--- config.mk ---
export PLATFORM = sky130hd
export DESIGN_NAME = rcms_top
export DESIGN_NICKNAME = d
export VERILOG_FILES = /design/src/design/rcms_top_end.sv /design/src/design/rcms_pkg.sv /design/src/design/rcms_top.sv /design/src/design/rcms_sync.sv /design/src/design/rcms_divider.sv
export VERILOG_INCLUDE_DIRS = /design/src /design/src/design
export SDC_FILE = /design/constraint.sdc
export NUM_CORES = 1
export LEC_CHECK = 0
export BUFFER_PORTS_ARGS = -buffer_cell sky130_fd_sc_hd__buf_4
export CAP_MARGIN = 40
export CORE_MARGIN = 2
export CORE_UTILIZATION = 50
export DETAILED_ROUTE_END_ITERATION = 7
export PLACE_DENSITY = 0.8
export SLEW_MARGIN = 0
export SYNTH_ARGS = -nofsm -noshare
export SYNTH_HDL_FRONTEND = slang
export SYNTH_SLANG_ARGS = --single-unit
--- constraint.sdc ---
create_clock -name ref_clk -period 7.3 [get_ports ref_clk]
set_clock_uncertainty 0.2 [all_clocks]
set_input_delay 0.365 -clock ref_clk [delete_from_list [all_inputs] [get_ports ref_clk]]
set_output_delay 0.365 -clock ref_clk [all_outputs]
set_load 0.01 [all_outputs]
--- src/design/rcms_map.svh ---
`ifndef RCMS_MAP_SVH
`define RCMS_MAP_SVH
// register byte offsets
`define RCMS_OFF_OUT_CFG   4'h0
`define RCMS_OFF_TEN_CFG   4'h4
`define RCMS_OFF_PLL_CFG   4'h8
`define RCMS_OFF_STATUS    4'hc
// field positions
`define RCMS_ENA_POS       0
`define RCMS_DIV_POS       4
`define RCMS_SRC_POS       8
`define RCMS_PRE_POS       0
`define RCMS_TSQ_POS       8
`define RCMS_PSQ_POS       0
`define RCMS_PSEL_POS      4
// reset values
`define RCMS_OUT_CFG_RST   9'h000
`define RCMS_TEN_CFG_RST   12'h000
`define RCMS_PLL_CFG_RST   3'h0
// source codes
`define RCMS_SRC_1G_BASE   5'h04
`define RCMS_SRC_6G_BASE   5'h09
`define RCMS_SRC_PLL1      5'h0c
`define RCMS_SRC_10G_BASE  5'h0e
`define RCMS_SRC_PLL2      5'h15
// predivider: 16 line cycles plus one stretched half period, in edges
`define RCMS_STRETCH_EDGES 6'h21
`endif

--- src/design/rcms_top_end.sv ---
`default_nettype none
`default_nettype wire

--- src/design/rcms_pkg.sv ---
`default_nettype none
package rcms_pkg;
`include "rcms_map.svh"
	typedef enum logic [1:0] {
		PRE_RAW  = 2'h0,
		PRE_LINE = 2'h1,
		PRE_ADJ  = 2'h2,
		PRE_RSV  = 2'h3
	} rcms_pre_t;
	typedef struct packed {
		logic [4:0] srcCode;
		logic [2:0] divCode;
		logic       outEna;
	} rcms_out_cfg_t;
	typedef struct packed {
		logic [3:0]            sqEna;
		rcms_pre_t [3:0]       preCode;
	} rcms_ten_cfg_t;
	typedef struct packed {
		logic       clkOutSel;
		logic [1:0] sqEna;
	} rcms_pll_cfg_t;
	typedef struct packed {
		logic       srcValid;
		logic       edgeSeen;
		logic       loss;
		logic       sqEna;
		logic       stretch;
	} rcms_sel_t;
	function automatic logic [4:0] rcms_divisor(input logic [2:0] code);
		case (code)
			3'h0: rcms_divisor = 5'h01;
			3'h1: rcms_divisor = 5'h04;
			3'h2: rcms_divisor = 5'h02;
			3'h3: rcms_divisor = 5'h08;
			3'h4: rcms_divisor = 5'h05;
			3'h5: rcms_divisor = 5'h10;
			3'h6: rcms_divisor = 5'h19;
			default: rcms_divisor = 5'h01;
		endcase
	endfunction
endpackage
`default_nettype wire

--- src/design/rcms_top.sv ---
// Implementation choices: the address map and the Avalon-MM interface to the registers.
`default_nettype none
module rcms_top (
	input  wire logic        ref_clk,
	input  wire logic        rstn,
	input  wire logic [3:0]  avs_address,
	input  wire logic        avs_read,
	input  wire logic        avs_write,
	input  wire logic [31:0] avs_writedata,
	input  wire logic [3:0]  avs_byteenable,
	output var  logic [31:0] avs_readdata,
	output var  logic        avs_waitrequest,
	input  wire logic [4:0]  oneGigClk,
	input  wire logic [4:0]  oneGigLos,
	input  wire logic [2:0]  sixGigClk,
	input  wire logic [2:0]  sixGigLos,
	input  wire logic [7:0]  laneAutoSquelchEnable,
	input  wire logic [3:0]  tenGigClk,
	input  wire logic [3:0]  tenGigLos,
	input  wire logic [1:0]  pllClk,
	input  wire logic [1:0]  pllLock,
	output var  logic        recoveredClockOut,
	output var  logic [1:0]  pllDiffClockOut
);
	import rcms_pkg::*;

	logic          rstnMeta;
	logic          rstnSync;
	rcms_out_cfg_t outCfg;
	rcms_ten_cfg_t tenCfg;
	rcms_pll_cfg_t pllCfg;
	logic [35:0]   pinLevel;
	logic [13:0]   clkLvl;
	logic [13:0]   clkPrev;
	logic [13:0]   clkEdge;
	logic [11:0]   losLvl;
	logic [1:0]    lockLvl;
	logic [7:0]    laneSqLvl;
	rcms_sel_t     sel;
	logic [1:0]    tenIdx;
	logic [5:0]    stretchCnt;
	logic          preEvt;
	logic          run;
	logic          squelched;
	logic [31:0]   wmask;
	logic [31:0]   curWord;
	logic [31:0]   newWord;
	logic          wrTaken;

	// reset enters asynchronously, released through two flops
	always_ff @(posedge ref_clk or negedge rstn) begin
		if (!rstn) begin
			rstnMeta <= 1'b0;
			rstnSync <= 1'b0;
		end else begin
			rstnMeta <= 1'b1;
			rstnSync <= rstnMeta;
		end
	end

	rcms_sync #(
		.WIDTH(36)
	) u_pins (
		.ref_clk (ref_clk),
		.rstnSync(rstnSync),
		.async   ({laneAutoSquelchEnable, pllLock, tenGigLos, sixGigLos, oneGigLos,
			pllClk, tenGigClk, sixGigClk, oneGigClk}),
		.level   (pinLevel)
	);
	assign clkLvl    = pinLevel[13:0];
	assign losLvl    = pinLevel[25:14];
	assign lockLvl   = pinLevel[27:26];
	assign laneSqLvl = pinLevel[35:28];

	// edges per source so a source switch never fakes an edge
	always_ff @(posedge ref_clk or negedge rstnSync) begin
		if (!rstnSync) begin
			clkPrev <= 14'h0000;
		end else begin
			clkPrev <= clkLvl;
		end
	end
	assign clkEdge = clkLvl ^ clkPrev;
	assign tenIdx  = 2'(outCfg.srcCode - `RCMS_SRC_10G_BASE);

	// source decode; unmapped codes give no source and the output holds
	always_comb begin
		logic [4:0] c;
		c   = outCfg.srcCode;
		sel = '0;
		if (c >= `RCMS_SRC_1G_BASE && c < `RCMS_SRC_1G_BASE + 5'h05) begin
			sel.srcValid = 1'b1;
			sel.edgeSeen = clkEdge[3'(c - `RCMS_SRC_1G_BASE)];
			sel.loss     = losLvl[3'(c - `RCMS_SRC_1G_BASE)];
			sel.sqEna    = laneSqLvl[3'(c - `RCMS_SRC_1G_BASE)];
		end else if (c >= `RCMS_SRC_6G_BASE && c < `RCMS_SRC_6G_BASE + 5'h03) begin
			sel.srcValid = 1'b1;
			sel.edgeSeen = clkEdge[5 + 2'(c - `RCMS_SRC_6G_BASE)];
			sel.loss     = losLvl[5 + 2'(c - `RCMS_SRC_6G_BASE)];
			sel.sqEna    = laneSqLvl[5 + 2'(c - `RCMS_SRC_6G_BASE)];
		end else if (c >= `RCMS_SRC_10G_BASE && c < `RCMS_SRC_10G_BASE + 5'h04) begin
			sel.srcValid = 1'b1;
			sel.edgeSeen = clkEdge[8 + tenIdx];
			sel.loss     = losLvl[8 + tenIdx];
			sel.sqEna    = tenCfg.sqEna[tenIdx];
			sel.stretch  = tenCfg.preCode[tenIdx] == PRE_ADJ;
		end else if (c == `RCMS_SRC_PLL1) begin
			sel.srcValid = 1'b1;
			sel.edgeSeen = clkEdge[12];
			sel.loss     = !lockLvl[0];
			sel.sqEna    = pllCfg.sqEna[0];
		end else if (c == `RCMS_SRC_PLL2) begin
			sel.srcValid = 1'b1;
			sel.edgeSeen = clkEdge[13];
			sel.loss     = !lockLvl[1];
			sel.sqEna    = pllCfg.sqEna[1];
		end
	end

	// stretch swallows one edge in 33, so 32 half periods span 33: 161 to 156.25 MHz
	always_ff @(posedge ref_clk or negedge rstnSync) begin
		if (!rstnSync) begin
			stretchCnt <= 6'h00;
		end else if (!sel.stretch) begin
			stretchCnt <= 6'h00;
		end else if (sel.edgeSeen) begin
			stretchCnt <= (stretchCnt == `RCMS_STRETCH_EDGES - 6'h01) ? 6'h00
				: stretchCnt + 6'h01;
		end
	end
	assign preEvt = sel.edgeSeen
		&& !(sel.stretch && stretchCnt == `RCMS_STRETCH_EDGES - 6'h01);

	assign squelched = sel.sqEna && sel.loss;
	assign run       = outCfg.outEna && sel.srcValid && !squelched;

	rcms_divider u_div (
		.ref_clk (ref_clk),
		.rstnSync(rstnSync),
		.evt     (preEvt),
		.run     (run),
		.divisor (rcms_divisor(outCfg.divCode)),
		.clkOut  (recoveredClockOut)
	);

	// differential outputs copy the PLLs only when clock-out select asks for it
	always_ff @(posedge ref_clk or negedge rstnSync) begin
		if (!rstnSync) begin
			pllDiffClockOut <= 2'h0;
		end else begin
			pllDiffClockOut <= pllCfg.clkOutSel ? clkLvl[13:12] : 2'h0;
		end
	end

	// avalon slave: one wait cycle, then the access completes
	always_ff @(posedge ref_clk or negedge rstnSync) begin
		if (!rstnSync) begin
			avs_waitrequest <= 1'b1;
		end else begin
			avs_waitrequest <= !((avs_read || avs_write) && avs_waitrequest);
		end
	end

	assign wmask = {{8{avs_byteenable[3]}}, {8{avs_byteenable[2]}},
		{8{avs_byteenable[1]}}, {8{avs_byteenable[0]}}};
	assign wrTaken = avs_write && !avs_waitrequest;

	always_comb begin
		case (avs_address)
			`RCMS_OFF_OUT_CFG: curWord = {19'h0, outCfg.srcCode, 1'b0, outCfg.divCode, 3'h0,
				outCfg.outEna};
			`RCMS_OFF_TEN_CFG: curWord = {20'h0, tenCfg.sqEna, tenCfg.preCode};
			`RCMS_OFF_PLL_CFG: curWord = {27'h0, pllCfg.clkOutSel, 2'h0, pllCfg.sqEna};
			`RCMS_OFF_STATUS:  curWord = {24'h0, losLvl[11:8], recoveredClockOut,
				sel.srcValid, run, squelched};
			default:           curWord = 32'h0;
		endcase
	end
	assign newWord = (curWord & ~wmask) | (avs_writedata & wmask);

	always_ff @(posedge ref_clk or negedge rstnSync) begin
		if (!rstnSync) begin
			avs_readdata <= 32'h0;
		end else if (avs_read && avs_waitrequest) begin
			avs_readdata <= curWord;
		end
	end

	always_ff @(posedge ref_clk or negedge rstnSync) begin
		if (!rstnSync) begin
			outCfg <= `RCMS_OUT_CFG_RST;
		end else if (wrTaken && avs_address == `RCMS_OFF_OUT_CFG) begin
			outCfg.outEna  <= newWord[`RCMS_ENA_POS];
			outCfg.divCode <= newWord[`RCMS_DIV_POS +: 3];
			outCfg.srcCode <= newWord[`RCMS_SRC_POS +: 5];
		end
	end

	always_ff @(posedge ref_clk or negedge rstnSync) begin
		if (!rstnSync) begin
			tenCfg <= rcms_ten_cfg_t'(`RCMS_TEN_CFG_RST);
		end else if (wrTaken && avs_address == `RCMS_OFF_TEN_CFG) begin
			tenCfg <= rcms_ten_cfg_t'({newWord[`RCMS_TSQ_POS +: 4], newWord[`RCMS_PRE_POS +: 8]});
		end
	end

	always_ff @(posedge ref_clk or negedge rstnSync) begin
		if (!rstnSync) begin
			pllCfg <= `RCMS_PLL_CFG_RST;
		end else if (wrTaken && avs_address == `RCMS_OFF_PLL_CFG) begin
			pllCfg.sqEna     <= newWord[`RCMS_PSQ_POS +: 2];
			pllCfg.clkOutSel <= newWord[`RCMS_PSEL_POS];
		end
	end

	property p_stretch_swallow;
		@(posedge ref_clk) disable iff (!rstnSync)
		sel.stretch && sel.edgeSeen && stretchCnt == 6'h20 |-> !preEvt;
	endproperty
	a_stretch_swallow: assert property (p_stretch_swallow) else $error("stretch edge passed");

	property p_stretch_pass;
		@(posedge ref_clk) disable iff (!rstnSync)
		sel.stretch && sel.edgeSeen && stretchCnt < 6'h20 |-> preEvt ##1
			(stretchCnt == $past(stretchCnt) + 6'h01);
	endproperty
	a_stretch_pass: assert property (p_stretch_pass) else $error("stretch dropped edge");

	property p_line_rate;
		@(posedge ref_clk) disable iff (!rstnSync)
		!sel.stretch |-> (preEvt == sel.edgeSeen) ##1 (stretchCnt == 6'h00);
	endproperty
	a_line_rate: assert property (p_line_rate) else $error("line rate edges altered");

	property p_pll_route;
		@(posedge ref_clk) disable iff (!rstnSync)
		outCfg.srcCode == 5'h15 |-> sel.edgeSeen == (clkLvl[13] != $past(clkLvl[13]));
	endproperty
	a_pll_route: assert property (p_pll_route) else $error("second PLL not routed");

	property p_pll_out;
		@(posedge ref_clk) disable iff (!rstnSync)
		pllCfg.clkOutSel ##1 pllCfg.clkOutSel |-> pllDiffClockOut == $past(clkLvl[13:12]);
	endproperty
	a_pll_out: assert property (p_pll_out) else $error("PLL clock out mismatch");

	property p_los_squelch;
		@(posedge ref_clk) disable iff (!rstnSync)
		sel.srcValid && sel.sqEna && sel.loss |=> $stable(recoveredClockOut);
	endproperty
	a_los_squelch: assert property (p_los_squelch) else $error("clock ran under squelch");

	property p_pll1_lock;
		@(posedge ref_clk) disable iff (!rstnSync)
		outCfg.srcCode == 5'h0c && pllCfg.sqEna[0] && !lockLvl[0] |-> !run;
	endproperty
	a_pll1_lock: assert property (p_pll1_lock) else $error("first PLL not squelched");

	property p_pll2_lock;
		@(posedge ref_clk) disable iff (!rstnSync)
		outCfg.srcCode == 5'h15 && pllCfg.sqEna[1] && !lockLvl[1] |-> !run;
	endproperty
	a_pll2_lock: assert property (p_pll2_lock) else $error("second PLL not squelched");

	property p_hold_level;
		@(posedge ref_clk) disable iff (!rstnSync)
		!run [*2] |-> $stable(recoveredClockOut) ##1 $stable(recoveredClockOut);
	endproperty
	a_hold_level: assert property (p_hold_level) else $error("stopped clock moved");

	c_stretch:  cover property (@(posedge ref_clk) disable iff (!rstnSync)
		sel.stretch && sel.edgeSeen && stretchCnt == 6'h20);
	c_squelch:  cover property (@(posedge ref_clk) disable iff (!rstnSync)
		outCfg.outEna && $rose(squelched));
	c_pll_out:  cover property (@(posedge ref_clk) disable iff (!rstnSync)
		$rose(pllDiffClockOut[1]));
	c_div25:    cover property (@(posedge ref_clk) disable iff (!rstnSync)
		outCfg.divCode == 3'h6 && $rose(recoveredClockOut));
endmodule // rcms_top
`default_nettype wire

--- src/design/rcms_sync.sv ---
`default_nettype none
module rcms_sync #(
	parameter int WIDTH = 1
) (
	input  wire logic             ref_clk,
	input  wire logic             rstnSync,
	input  wire logic [WIDTH-1:0] async,
	output var  logic [WIDTH-1:0] level
);
	logic [WIDTH-1:0] ff1;
	logic [WIDTH-1:0] ff2;
	logic [WIDTH-1:0] ff3;

	always_ff @(posedge ref_clk or negedge rstnSync) begin
		if (!rstnSync) begin
			ff1 <= '0;
			ff2 <= '0;
			ff3 <= '0;
		end else begin
			ff1 <= async;
			ff2 <= ff1;
			ff3 <= ff2;
		end
	end

	// a change counts only once the second and third stages agree
	always_ff @(posedge ref_clk or negedge rstnSync) begin
		if (!rstnSync) begin
			level <= '0;
		end else begin
			for (int i = 0; i < WIDTH; i++) begin
				if (ff2[i] == ff3[i]) begin
					level[i] <= ff2[i];
				end
			end
		end
	end
endmodule // rcms_sync
`default_nettype wire

--- src/design/rcms_divider.sv ---
`default_nettype none
module rcms_divider (
	input  wire logic       ref_clk,
	input  wire logic       rstnSync,
	input  wire logic       evt,
	input  wire logic       run,
	input  wire logic [4:0] divisor,
	output var  logic       clkOut
);
	import rcms_pkg::*;
	logic [4:0] cnt;
	logic [4:0] gap;
	logic       toggle;
	logic [4:0] divPrev;
	logic       divChg;

	// toggling every divisor events keeps odd ratios at even duty
	assign toggle = run && evt && (cnt >= divisor - 5'h01);

	always_ff @(posedge ref_clk or negedge rstnSync) begin
		if (!rstnSync) begin
			cnt <= 5'h00;
		end else if (toggle) begin
			cnt <= 5'h00;
		end else if (run && evt) begin
			cnt <= cnt + 5'h01;
		end
	end

	// stopping freezes the level where it is, never cuts a phase short
	always_ff @(posedge ref_clk or negedge rstnSync) begin
		if (!rstnSync) begin
			clkOut <= 1'b0;
		end else if (toggle) begin
			clkOut <= ~clkOut;
		end
	end

	always_ff @(posedge ref_clk or negedge rstnSync) begin
		if (!rstnSync) begin
			gap <= 5'h00;
		end else if (toggle) begin
			gap <= 5'h00;
		end else if (run && evt && gap != 5'h1f) begin
			gap <= gap + 5'h01;
		end
	end

	// a ratio change mid phase ends the running count against the new divisor, so that phase is not checked
	always_ff @(posedge ref_clk or negedge rstnSync) begin
		if (!rstnSync) begin
			divPrev <= 5'h01;
			divChg  <= 1'b0;
		end else begin
			divPrev <= divisor;
			if (toggle) begin
				divChg <= 1'b0;
			end else if (divisor != divPrev) begin
				divChg <= 1'b1;
			end
		end
	end

	property p_div_ratio;
		@(posedge ref_clk) disable iff (!rstnSync)
		toggle && $stable(divisor) && !divChg |-> gap + 5'h01 == divisor;
	endproperty
	a_div_ratio: assert property (p_div_ratio) else $error("divider ratio wrong");
endmodule // rcms_divider
`default_nettype wire

==> flow_summary.json, run 1 <==
{
  "status": "finished clean",
  "vias_per_cell": 5.28,
  "synth_compound_area_share_pct": 8.48,
  "wl_per_cell_um": 16.5,
  "setup.worst_path.end_class": "flip-flop",
  "ir_drop_v": 0.000215,
  "worstMarginPinSlew_ps": 843,
  "postSynthAreaPerCell_um2": 13.2,
  "hold_class": "input port to flip-flop",
  "dpl_cell_area_mm2": 0.00880,
  "synth-seq-cells": 212,
  "antenna_found_initial": 0,
  "synthSimpleGateAreaFrac_pct": 9.06,
  "yosysMostFrequentCell": "dfrtp_1",
  "diodes": 0,
  "numCtsBuffers": 22,
  "p_clk_share_pct": 39.3,
  "rsz0062_at_grt": "no",
  "fillerInstances": 1164,
  "startpoint_type": "flip-flop",
  "reg2reg_to": "u_div.cnt[2]$_DFFE_PN0P_",
  "synthToLayoutAreaGrowth_pct": 23.8,
  "clock_path_buffers": 3,
  "clk_pin_slew_ps": 60,
  "synth_cell_types": 59,
  "synth_common_cells": "211 x dfrtp_1, 68 x nand2_1, 44 x o21ai_0, 36 x maj3_1, 23 x nor2_1",
  "async_reset_ff_share_pct": 100,
  "synth_top_family_by_area": "simple AND/OR/NAND/NOR gates",
  "path_class": "flip-flop to flip-flop",
  "crit_fanout": 20,
  "antenna_left": 0,
  "synth_seq_area_share_pct": 65.7,
  "power_leakage_nw": 4.39,
  "drc": 0,
  "post_cts_buffers": 0,
  "synthMuxAreaShare_pct": 4.88,
  "clkSinkCount": 212,
  "pwr-share-comb_pct": 13.4,
  "tritoncts": "done",
  "hp-start": "avs_writedata[8]",
  "rr_worst_depth": 7,
  "hold_depth": 3,
  "syn_inst": 612,
  "cts_max_level": 1,
  "maxCapViolCount": 0,
  "boundaryPins": 116,
  "core_area_mm2": 0.0158,
  "whs_endpoint": "tenCfg[8]$_DFFE_PN0P_",
  "initial_core_util_pct": 51.0,
  "setup_violations": 0,
  "synth.area.top_cells": "dfrtp_1 65%, maj3_1 4.5%, nand2_1 3.2%",
  "hold_violations": 0,
  "grt_use_total_pct": 19.3,
  "stdcell_area_mm2": 0.0100,
  "final_nets": 832,
  "io_buffers": 75,
  "synthAdderAreaFrac_pct": 6.17,
  "vias": 5123,
  "yosysWarnings": 0,
  "grt_start_max_net_pins": 72,
  "synth.largest_area_cell": "dfrtp_1",
  "register_area_mm2": 0.00531,
  "maxSlewViolCount": 0,
  "fin_crit_sh_pct": 52.0,
  "grt_pass1_wl_um": 26000,
  "synth-main-ff-cell": "dfrtp_1",
  "drive_above_1_share_pct": 18.7,
  "grt_pass1_vias": 5324,
  "chipHeight_um": 131,
  "dieArea_mm2": 0.0172,
  "synth_xor_area_share_pct": 2.06,
  "fmax_mhz": 263,
  "p_int_w": 0.00215,
  "powerDensity_mw_per_mm2": 287,
  "postLayoutCoreUtil_pct": 63.2,
  "firstDrtPassIters": 5,
  "clock-root-buffer": "clkbuf_16",
  "multi_input_area_mm2": 0.00255,
  "worstPathArrival_ps": 4000,
  "reg2reg_slack_ps": 3500,
  "relSlewSlack_pct": 43.8,
  "rows": 46,
  "net-switching-power_w": 0.000719,
  "synth_edf_count": 0,
  "drt-initial-drc-count": 397,
  "cp.required_ps": 7500,
  "wl_um": 16000,
  "switching_share_pct": 25.1,
  "dp_hpwl_um": 10900,
  "power_frac_seq_pct": 47.3,
  "synth_top_area_share_pct": 65.4,
  "r2r_start": "outCfg[5]$_DFFE_PN0P_",
  "routabilityCongestion": 0.852,
  "overflow": 0,
  "syn_area_mm2": 0.00808,
  "fin_crit_ps": 3800,
  "setup_tns_ps": 0,
  "clock_latency_ps": 500,
  "die_w_um": 131
}
how the worst max path moves through the flow:
stage / start / endpoint / slack [ps] / cells after the start
global route: outCfg[5]$_DFFE_PN0P_ / u_div.cnt[2]$_DFFE_PN0P_ / 3210 / 7
floorplan: rstnSync$_DFF_PN0_ / avs_readdata[0]$_DFFE_PN0P_ / 760 / 0
finish: outCfg[5]$_DFFE_PN0P_ / u_div.cnt[2]$_DFFE_PN0P_ / 3500 / 7
detailed placement: outCfg[5]$_DFFE_PN0P_ / u_div.cnt[2]$_DFFE_PN0P_ / 3620 / 7
CTS: outCfg[5]$_DFFE_PN0P_ / u_div.cnt[2]$_DFFE_PN0P_ / 3570 / 7
global placement: outCfg[5]$_DFFE_PN0P_ / u_div.cnt[0]$_DFFE_PN0P_ / 3750 / 7
power by group through the flow:
stage | Sequential [W] | Clock, W | Combinational, W
3_5_place_dp | 0.00137 | 0 | 0.000364
5_1_grt | 0.00137 | 0.00120 | 0.000434
4_1_cts | 0.00135 | 0.00114 | 0.000387
2_1_floorplan | 0.00135 | 0 | 0.000276
3_3_place_gp | 0.00137 | 0 | 0.000340
6_report | 0.00135 | 0.00112 | 0.000385
per-stage QoR:
stage | setup slack (ps) | power, W | std cells | hold WS (ps)
floorplan | 757 | 0.00163 | 630 | -131
global placement | 3750 | 0.00171 | 885 | -52.8
detailed placement | 3620 | 0.00174 | 887 | -47.7
CTS | 3570 | 0.00289 | 971 | 0.232
global route | 3210 | 0.00300 | 971 | 20.8
finish | 3500 | 0.00286 | 971 | 3.85
registers in the layout (all words and copies together) (netlist names):
register,flops
clkPrev,14
rstnMeta,1
pllCfg,3
avs_readdata,13
avs_waitrequest,1
pllDiffClockOut,2
u_pins.level,36
tenCfg,12
outCfg,9
rstnSync,1
stretchCnt,6
u_div.clkOut,1
u_pins.ff1,36
u_pins.ff2,36
u_div.cnt,5
u_pins.ff3,36
logic make-up (layout without fill, tap and decap cells):
logic type               Yosys count  in the layout
XOR/XNOR                          19             19
flip-flops                       212            212
adder cells (fa/ha/maj)           47             47
AND/OR/NAND/NOR                  148            148
multiplexers                      25             25
other                              2             20
AO/OA/AOI/OAI                    107            107
buffers and inverters             52            177
cells in the final DEF, fill, tap and decap left out, types with 5 or more instances in the layout:
master         synthesis  routed
clkbuf_8               0       5
a211oi_1               5       5
nor3_1                 5       5
mux4_2                11      11
buf_4                 19      80
and3b_1                6       6
conb_1                 2      20
ha_1                  11      11
nor2_1                23      23
nand4_1                6       6
nand3_1               12      12
nand2_1               68      68
o21ai_0               44      44
mux2i_1                9       9
xnor2_1               16      16
clkinv_2               0       5
dfrtp_1              211     210
dlygate4sd3_1          0      46
a21oi_1               20      20
mux2_2                 5       5
maj3_1                36      36
nor2b_1                6       6
clkbuf_16              0      23
inv_1                 10      10
o31ai_1                5       5
layer usage:
metal	track usage [%]	vias to the layer above	share of wire, %
li1	-	2375	-
met4	5.44	0	1.8
met1	25.3	2574	41
met2	33.6	143	52
met5	0	-	0
met3	3.08	31	4.8
what timing repair did:
item / in CTS / in global routing
endpoints found under the setup margin: 0 / 0
hold endpoints to repair: 46 / 0
gates resized for setup: 0 / 0
hold buffers: 46 / 0
worst max-delay path: stages, from the launching register on:
cell,delay (ps)
dfrtp_1,760
inv_1,280
ha_1,500
mux4_2,550
o221a_1,240
a32oi_1,610
nand4_2,320
o21bai_1,240
layout make-up:
class	count	share of cell area (%)
flip-flops and latches	212	53.1
inverters	11	0.413
clock inverters	7	0.851
multi-input cells	366	25.5
well taps	216	2.70
repair buffers	128	10.9
clock buffers	31	6.56
(Power assumes the default switching activity.)
==> run 2, diff against run 1 <==
- ABC_AREA: not set -> 1
- clock period: 7.3 -> 3.6 ns (I/O delays scaled with it)
==> run 2 against run 1 <==
Compared with the run above:
- critical path depth increased by 9
- flip-flop and latch count unchanged
- die area increased by 1.3%
- combinational power increased to 2.9 times the previous value
- first-iteration DRC count decreased by 2.0%
- cell count increased by 17%
- global-route usage increased by 0.096 points
==> flow_summary.json, run 2 <==
{
  "fin_ws_ps": 787,
  "die_w_um": 132,
  "maxSlewViolCount": 0,
  "drc": 0,
  "final_common_cell": "dfrtp_1",
  "switching_share_pct": 27.6,
  "hold_violations": 0,
  "boundaryPins": 116,
  "critPathBufInv": 3,
  "hold_class": "input port to flip-flop",
  "yosysWarnings": 0,
  "synth_top_family_by_area": "simple AND/OR/NAND/NOR gates",
  "synth.area.top_cells": "dfrtp_1 64%, nand2_1 7.4%, maj3_1 4.4%",
  "power_leakage_nw": 4.96,
  "synthToLayoutAreaGrowth_pct": 26.4,
  "p_total_w": 0.00639,
  "clk_pin_slew_ps": 60,
  "synth_edf_count": 0,
  "hp-start": "avs_byteenable[1]",
  "cp.required_ps": 3850,
  "syn_inst": 748,
  "rsz0062_at_grt": "no",
  "overflow": 0,
  "tritoncts": "done",
  "synth_seq_area_share_pct": 64.8,
  "dp_hpwl_um": 10400,
  "status": "finished clean",
  "register_area_mm2": 0.00531,
  "crit_fanout": 6,
  "hold_slack_ps": 20.9,
  "crit_slowest_cell": "dfrtp_1",
  "setup_violations": 0,
  "synthMuxAreaShare_pct": 0,
  "clock-root-buffer": "clkbuf_16",
  "drt-initial-drc-count": 389,
  "final_cell_mix": "210 x dfrtp_1, 161 x nand2_1, 79 x buf_4",
  "clock_path_buffers": 3,
  "net-switching-power_w": 0.00177,
  "firstDrtPassIters": 5,
  "fmax_mhz": 355,
  "fin_crit_sh_pct": 78.1,
  "io_buffers": 75,
  "relSlewSlack_pct": 58.2,
  "antenna_left": 0,
  "multi_input_area_mm2": 0.00242,
  "chipHeight_um": 132,
  "cts_max_level": 1,
  "ir_drop_v": 0.000376,
  "dieArea_mm2": 0.0174,
  "r2r_start": "outCfg[1]$_DFFE_PN0P_",
  "powerDensity_mw_per_mm2": 618,
  "worstMarginPinSlew_ps": 626,
  "path_class": "flip-flop to flip-flop",
  "pre_cts_slack_ps": 800,
  "post_cts_buffers": 0,
  "synth-seq-cells": 212,
  "worstPathArrival_ps": 3060,
  "wl_um": 16200,
  "synth-main-ff-cell": "dfrtp_1",
  "synth.largest_area_cell": "dfrtp_1",
  "syn_area_mm2": 0.00819,
  "postLayoutCoreUtil_pct": 64.9,
  "startpoint_type": "flip-flop",
  "numCtsBuffers": 23,
  "synth_common_cells": "211 x dfrtp_1, 161 x nand2_1, 71 x inv_1, 68 x nand3_1, 48 x o21ai_0",
  "core_area_mm2": 0.0159,
  "vias_per_cell": 5.01,
  "diodes": 0,
  "crit_chain": "inv_1 > nor2_1 > inv_1 > o21ai_0 > ha_1 > nand3_1 > xnor2_1 > ha_1 > a21oi_1 > o21a_1 > nand2_1 > nor2_1 > nand2_1 > nand3_1 > nand2_1 > inv_1",
  "grt_use_total_pct": 19.4,
  "fillerInstances": 1199,
  "synthAdderAreaFrac_pct": 6.08,
  "clock_latency_ps": 510,
  "rows": 46,
  "p_int_w": 0.00463,
  "synth_cell_types": 42,
  "vias": 5677,
  "postSynthAreaPerCell_um2": 10.9,
  "critical_path.max_stage_delay_ps": 420,
  "setup.worst_path.end_class": "flip-flop",
  "initial_core_util_pct": 51.3,
  "setup_tns_ps": 0,
  "synth_xor_area_share_pct": 1.48,
  "grt_start_max_net_pins": 73,
  "maxCapViolCount": 0,
  "wl_per_cell_um": 14.3,
  "drive_above_1_share_pct": 16.0,
  "power_frac_seq_pct": 43.4,
  "grt_pass1_vias": 5800,
  "synth_compound_area_share_pct": 5.26,
  "routabilityCongestion": 0.884,
  "synth_top_area_share_pct": 64.5,
  "synthSimpleGateAreaFrac_pct": 15.8,
  "worstSetupStartpoint": "outCfg[1]$_DFFE_PN0P_",
  "grt_pass1_wl_um": 27600,
  "fin_crit_ps": 2810,
  "yosysMostFrequentCell": "dfrtp_1",
  "final_nets": 993,
  "clkSinkCount": 212,
  "p_clk_share_pct": 38.9,
  "antenna_found_initial": 0,
  "pwr-share-comb_pct": 17.7,
  "async_reset_ff_share_pct": 100,
  "cp_top_family": "simple AND/OR/NAND/NOR gates"
}
==> run 2: path summary, 6_finish.rpt <==
| path | to | slack (ps) | cells after the start |
|---|---|---|---|
| max | u_div.cnt[1]$_DFFE_PN0P_ | 790 | 16 |
| min | tenCfg[8]$_DFFE_PN0P_ | 20 | 5 |
| max reg2reg | u_div.cnt[1]$_DFFE_PN0P_ | 790 | 16 |
| min reg2reg | u_pins.ff1[13]$_DFF_PN0_ | 120 | 0 |
| max in group asynchronous | u_pins.level[30]$_DFFE_PN0N_ | 2200 | 1 |
| min in group asynchronous | u_pins.ff1[13]$_DFF_PN0_ | 120 | 0 |
==> run 2: repair_timing <==
item / in CTS / in global routing
hold buffers: 61 / 0
hold endpoints to repair: 65 / 0
resized for setup: 0 / 0
==> run 2: cells by family (layout without fill, tap and decap cells) <==
kind of cell / after synthesis / count (layout)
AOI/OAI and AO/OA: 77 / 77
other: 2 / 20
DFF: 212 / 212
xor gates and xnor gates: 13 / 13
buffers and inverters: 109 / 260
and+or+nand+nor: 288 / 288
adders and majority gates: 47 / 47
==> run 2: stage by stage <==
stage | std cells | cell area [um^2]
final | 1133 | 10400
after global routing | 1133 | 10400
after CTS | 1133 | 10400
after detailed placement | 1032 | 8930
after global placement | 1032 | 8930
after floorplan | 766 | 8260
==> run 2: cell type report <==
| type | instances | area share [%] |
|---|---|---|
| inverter | 78 | 2.88 |
| clock inverter | 12 | 1.98 |
| timing repair buffer | 142 | 12.0 |
| multi-input combinational | 445 | 23.4 |
| clock buffer | 28 | 5.84 |
| tap | 216 | 2.61 |
| sequential | 212 | 51.3 |
==> run 2: worst reg2reg max path, stage by stage (launching register included) <==
cell,delay [ps]
dfrtp_1,420
inv_1,100
nor2_1,130
inv_1,60
o21ai_0,120
ha_1,240
nand3_1,100
xnor2_1,140
ha_1,310
a21oi_1,160
o21a_1,140
nand2_1,50
nor2_1,280
nand2_1,120
nand3_1,110
nand2_1,50
inv_1,40
==> run 2: power by group through the flow <==
| stage | sequential [W] | combinational [W] | clock [W] |
|---|---|---|---|
| 5_1_grt | 0.00280 | 0.00129 | 0.00266 |
| 2_1_floorplan | 0.00280 | 0.000782 | 0 |
| 3_3_place_gp | 0.00280 | 0.00103 | 0 |
| 6_report | 0.00278 | 0.00113 | 0.00248 |
| 3_5_place_dp | 0.00281 | 0.00106 | 0 |
| 4_1_cts | 0.00278 | 0.00113 | 0.00254 |
==> run 2: routing by layer <==
metal / GRT usage, % / share of wire (%)
met5: 0 / 0
met4: 5.56 / 2.8
met3: 3.42 / 5.8
met2: 33.5 / 50
met1: 25.2 / 42
==> run 3, diff against run 2 <==
- PLACE_DENSITY: 0.8 -> 0.83
- clock period: 3.6 -> 2.3 ns (I/O delays scaled with it)
==> run 3 against run 2 <==
Compared with the run above:
- the run now ends with negative setup slack left
- register-to-register slack worse by 900 ps
- combinational power increased by 85%
- critical path depth is 1 lower
- core utilization up 1.9 points
- total power grew 59%
- flip-flop and latch count unchanged
- die area is the same
- routed wire length rose by 6.3%
==> flow_summary.json, run 3 (same netlist as run 2, synthesis figures left out) <==
{
  "cp.required_ps": 2550,
  "power_leakage_nw": 5.09,
  "finalNonFillerCells": 1159,
  "grt_pass1_vias": 5973,
  "worstMarginPinSlew_ps": 605,
  "antenna_found_initial": 0,
  "worstPathArrival_ps": 2660,
  "rows": 46,
  "boundaryPins": 116,
  "dp.cells": 1050,
  "dieArea_mm2": 0.0174,
  "wl_um": 17200,
  "r2r_start": "outCfg[2]$_DFFE_PN0P_",
  "firstDrtPassIters": 5,
  "clock-root-buffer": "clkbuf_16",
  "hold_violations": 0,
  "synthToLayoutAreaGrowth_pct": 30.1,
  "drc": 0,
  "final_nets": 1021,
  "crit_end": "u_div.cnt[1]$_DFFE_PN0P_",
  "rsz0062_at_grt": "yes",
  "maxCapViolCount": 0,
  "maxSlewViolCount": 0,
  "vias": 5823,
  "status": "finished with violations",
  "numCtsBuffers": 22,
  "initial_core_util_pct": 51.3,
  "relSlewSlack_pct": 59.6,
  "worstSetupStartpoint": "outCfg[2]$_DFFE_PN0P_",
  "crit_fanout": 6,
  "vias_per_cell": 5.02,
  "grt_pass1_wl_um": 29200,
  "overflow": 0,
  "drive_above_1_share_pct": 20.6,
  "ir_drop_v": 0.000718,
  "wl_per_cell_um": 14.9,
  "routabilityCongestion": 0.898,
  "grt_use_total_pct": 20.3,
  "die_w_um": 132,
  "setup.worst_path.end_class": "flip-flop",
  "fin_ws_ps": -115,
  "antenna_left": 0,
  "reg2reg_to": "u_div.cnt[1]$_DFFE_PN0P_",
  "clk_pin_slew_ps": 60,
  "io_buffers": 75,
  "cts_max_level": 1,
  "dp_hpwl_um": 10600,
  "chipHeight_um": 132,
  "path_class": "flip-flop to flip-flop",
  "fin_crit_sh_pct": 105,
  "grt_start_max_net_pins": 115,
  "fmax_mhz": 414,
  "fin_crit_ps": 2420,
  "powerDensity_mw_per_mm2": 953,
  "rr_worst_depth": 15,
  "hold_class": "input port to flip-flop",
  "drt-initial-drc-count": 403,
  "setup_violations": 6,
  "setup_tns_ps": -509,
  "final_common_cell": "dfrtp_1",
  "clock_path_buffers": 3,
  "reg2reg_slack_ps": -120,
  "core_area_mm2": 0.0159,
  "clock_latency_ps": 510,
  "violations": "negative setup slack",
  "hold_slack_ps": 44.7,
  "clkSinkCount": 212,
  "final_cell_mix": "209 x dfrtp_1, 159 x nand2_1, 105 x buf_4",
  "tritoncts": "done",
  "diodes": 0,
  "startpoint_type": "flip-flop"
}
run 3: changes by cell type in the layout (fill, tap and decap cells not counted), sizes merged:
cell / delta
dlygate4sd3: +4
buf: +25
clkinvlp: -2
bufinv: -1
clkbuf: +2
clkinv: -1
inv: -1
run 3: final cells by class:
cell class                      count  area, um^2
Sequential cell                   212        5310
Fill cell                        1167        5290
Multi-Input combinational cell    445        2540
Timing Repair Buffer              171        1460
Clock buffer                       30         611
Inverter                           78         298
Tap cell                          216         270
Clock inverter                      7         160
run 3: timing repair:
item | 4_1_cts | 5_1_grt
endpoints found under the setup margin | 6 | 20
buffers inserted | 2 | 5
gates resized for setup | 6 | 19
pin swaps | 11 | 3
hold endpoints to repair | 67 | 0
hold buffers | 65 | 0
run 3: routing by layer:
metal,wire [um],global-route usage [%]
met4,431,5.74
met5,0,0
met2,8480,34.3
met1,7360,27.3
met3,939,3.65
run 3: worst min path at each step:
stage,start,endpoint,slack [ps],cells after the start
3_5_place_dp,rstn,rstnMeta$_DFF_PN0_,-300,1
6_report,pllClk[0],u_pins.ff1[12]$_DFF_PN0_,40,2
5_1_grt,laneAutoSquelchEnable[1],u_pins.ff1[29]$_DFF_PN0_,40,2
2_1_floorplan,rstn,rstnMeta$_DFF_PN0_,-380,0
3_3_place_gp,rstn,rstnMeta$_DFF_PN0_,-300,1
4_1_cts,pllClk[0],u_pins.ff1[12]$_DFF_PN0_,30,2
run 3: worst max-delay path, stage by stage, from the launching register on:
cell and delay, ps:
dfrtp_1 430, nor2_4 130, inv_2 50, o21ai_2 60
ha_2 210, nand3_2 70, xnor2_1 130, ha_1 320
a21oi_2 140, o21a_1 140, nand2_2 60, nor2_4 160
nand2_1 80, nand3_1 90, nand2_1 50, inv_1 40
run 3: per-stage QoR:
| step | setup slack [ps] | power (W) | utilization (%) | cell area (um^2) |
|---|---|---|---|---|
| after CTS | -98.1 | 0.0101 | 66.0 | 10500 |
| after global placement | -54.0 | 0.00615 | 56.9 | 9080 |
| after detailed placement | -187 | 0.00624 | 56.9 | 9080 |
| after global routing | -271 | 0.0107 | 66.8 | 10700 |
| after floorplan | -53.9 | 0.00569 | - | 8280 |
| final | -115 | 0.0102 | 66.8 | 10700 |
run 3: report_power, final:
part / leakage (nW) / switching (W) / internal, W
clock network: 0.374 / 0.00140 / 0.00231
registers: 2.54 / 0.000265 / 0.00408
logic: 2.17 / 0.00121 / 0.000882
total: 5.09 / 0.00288 / 0.00728
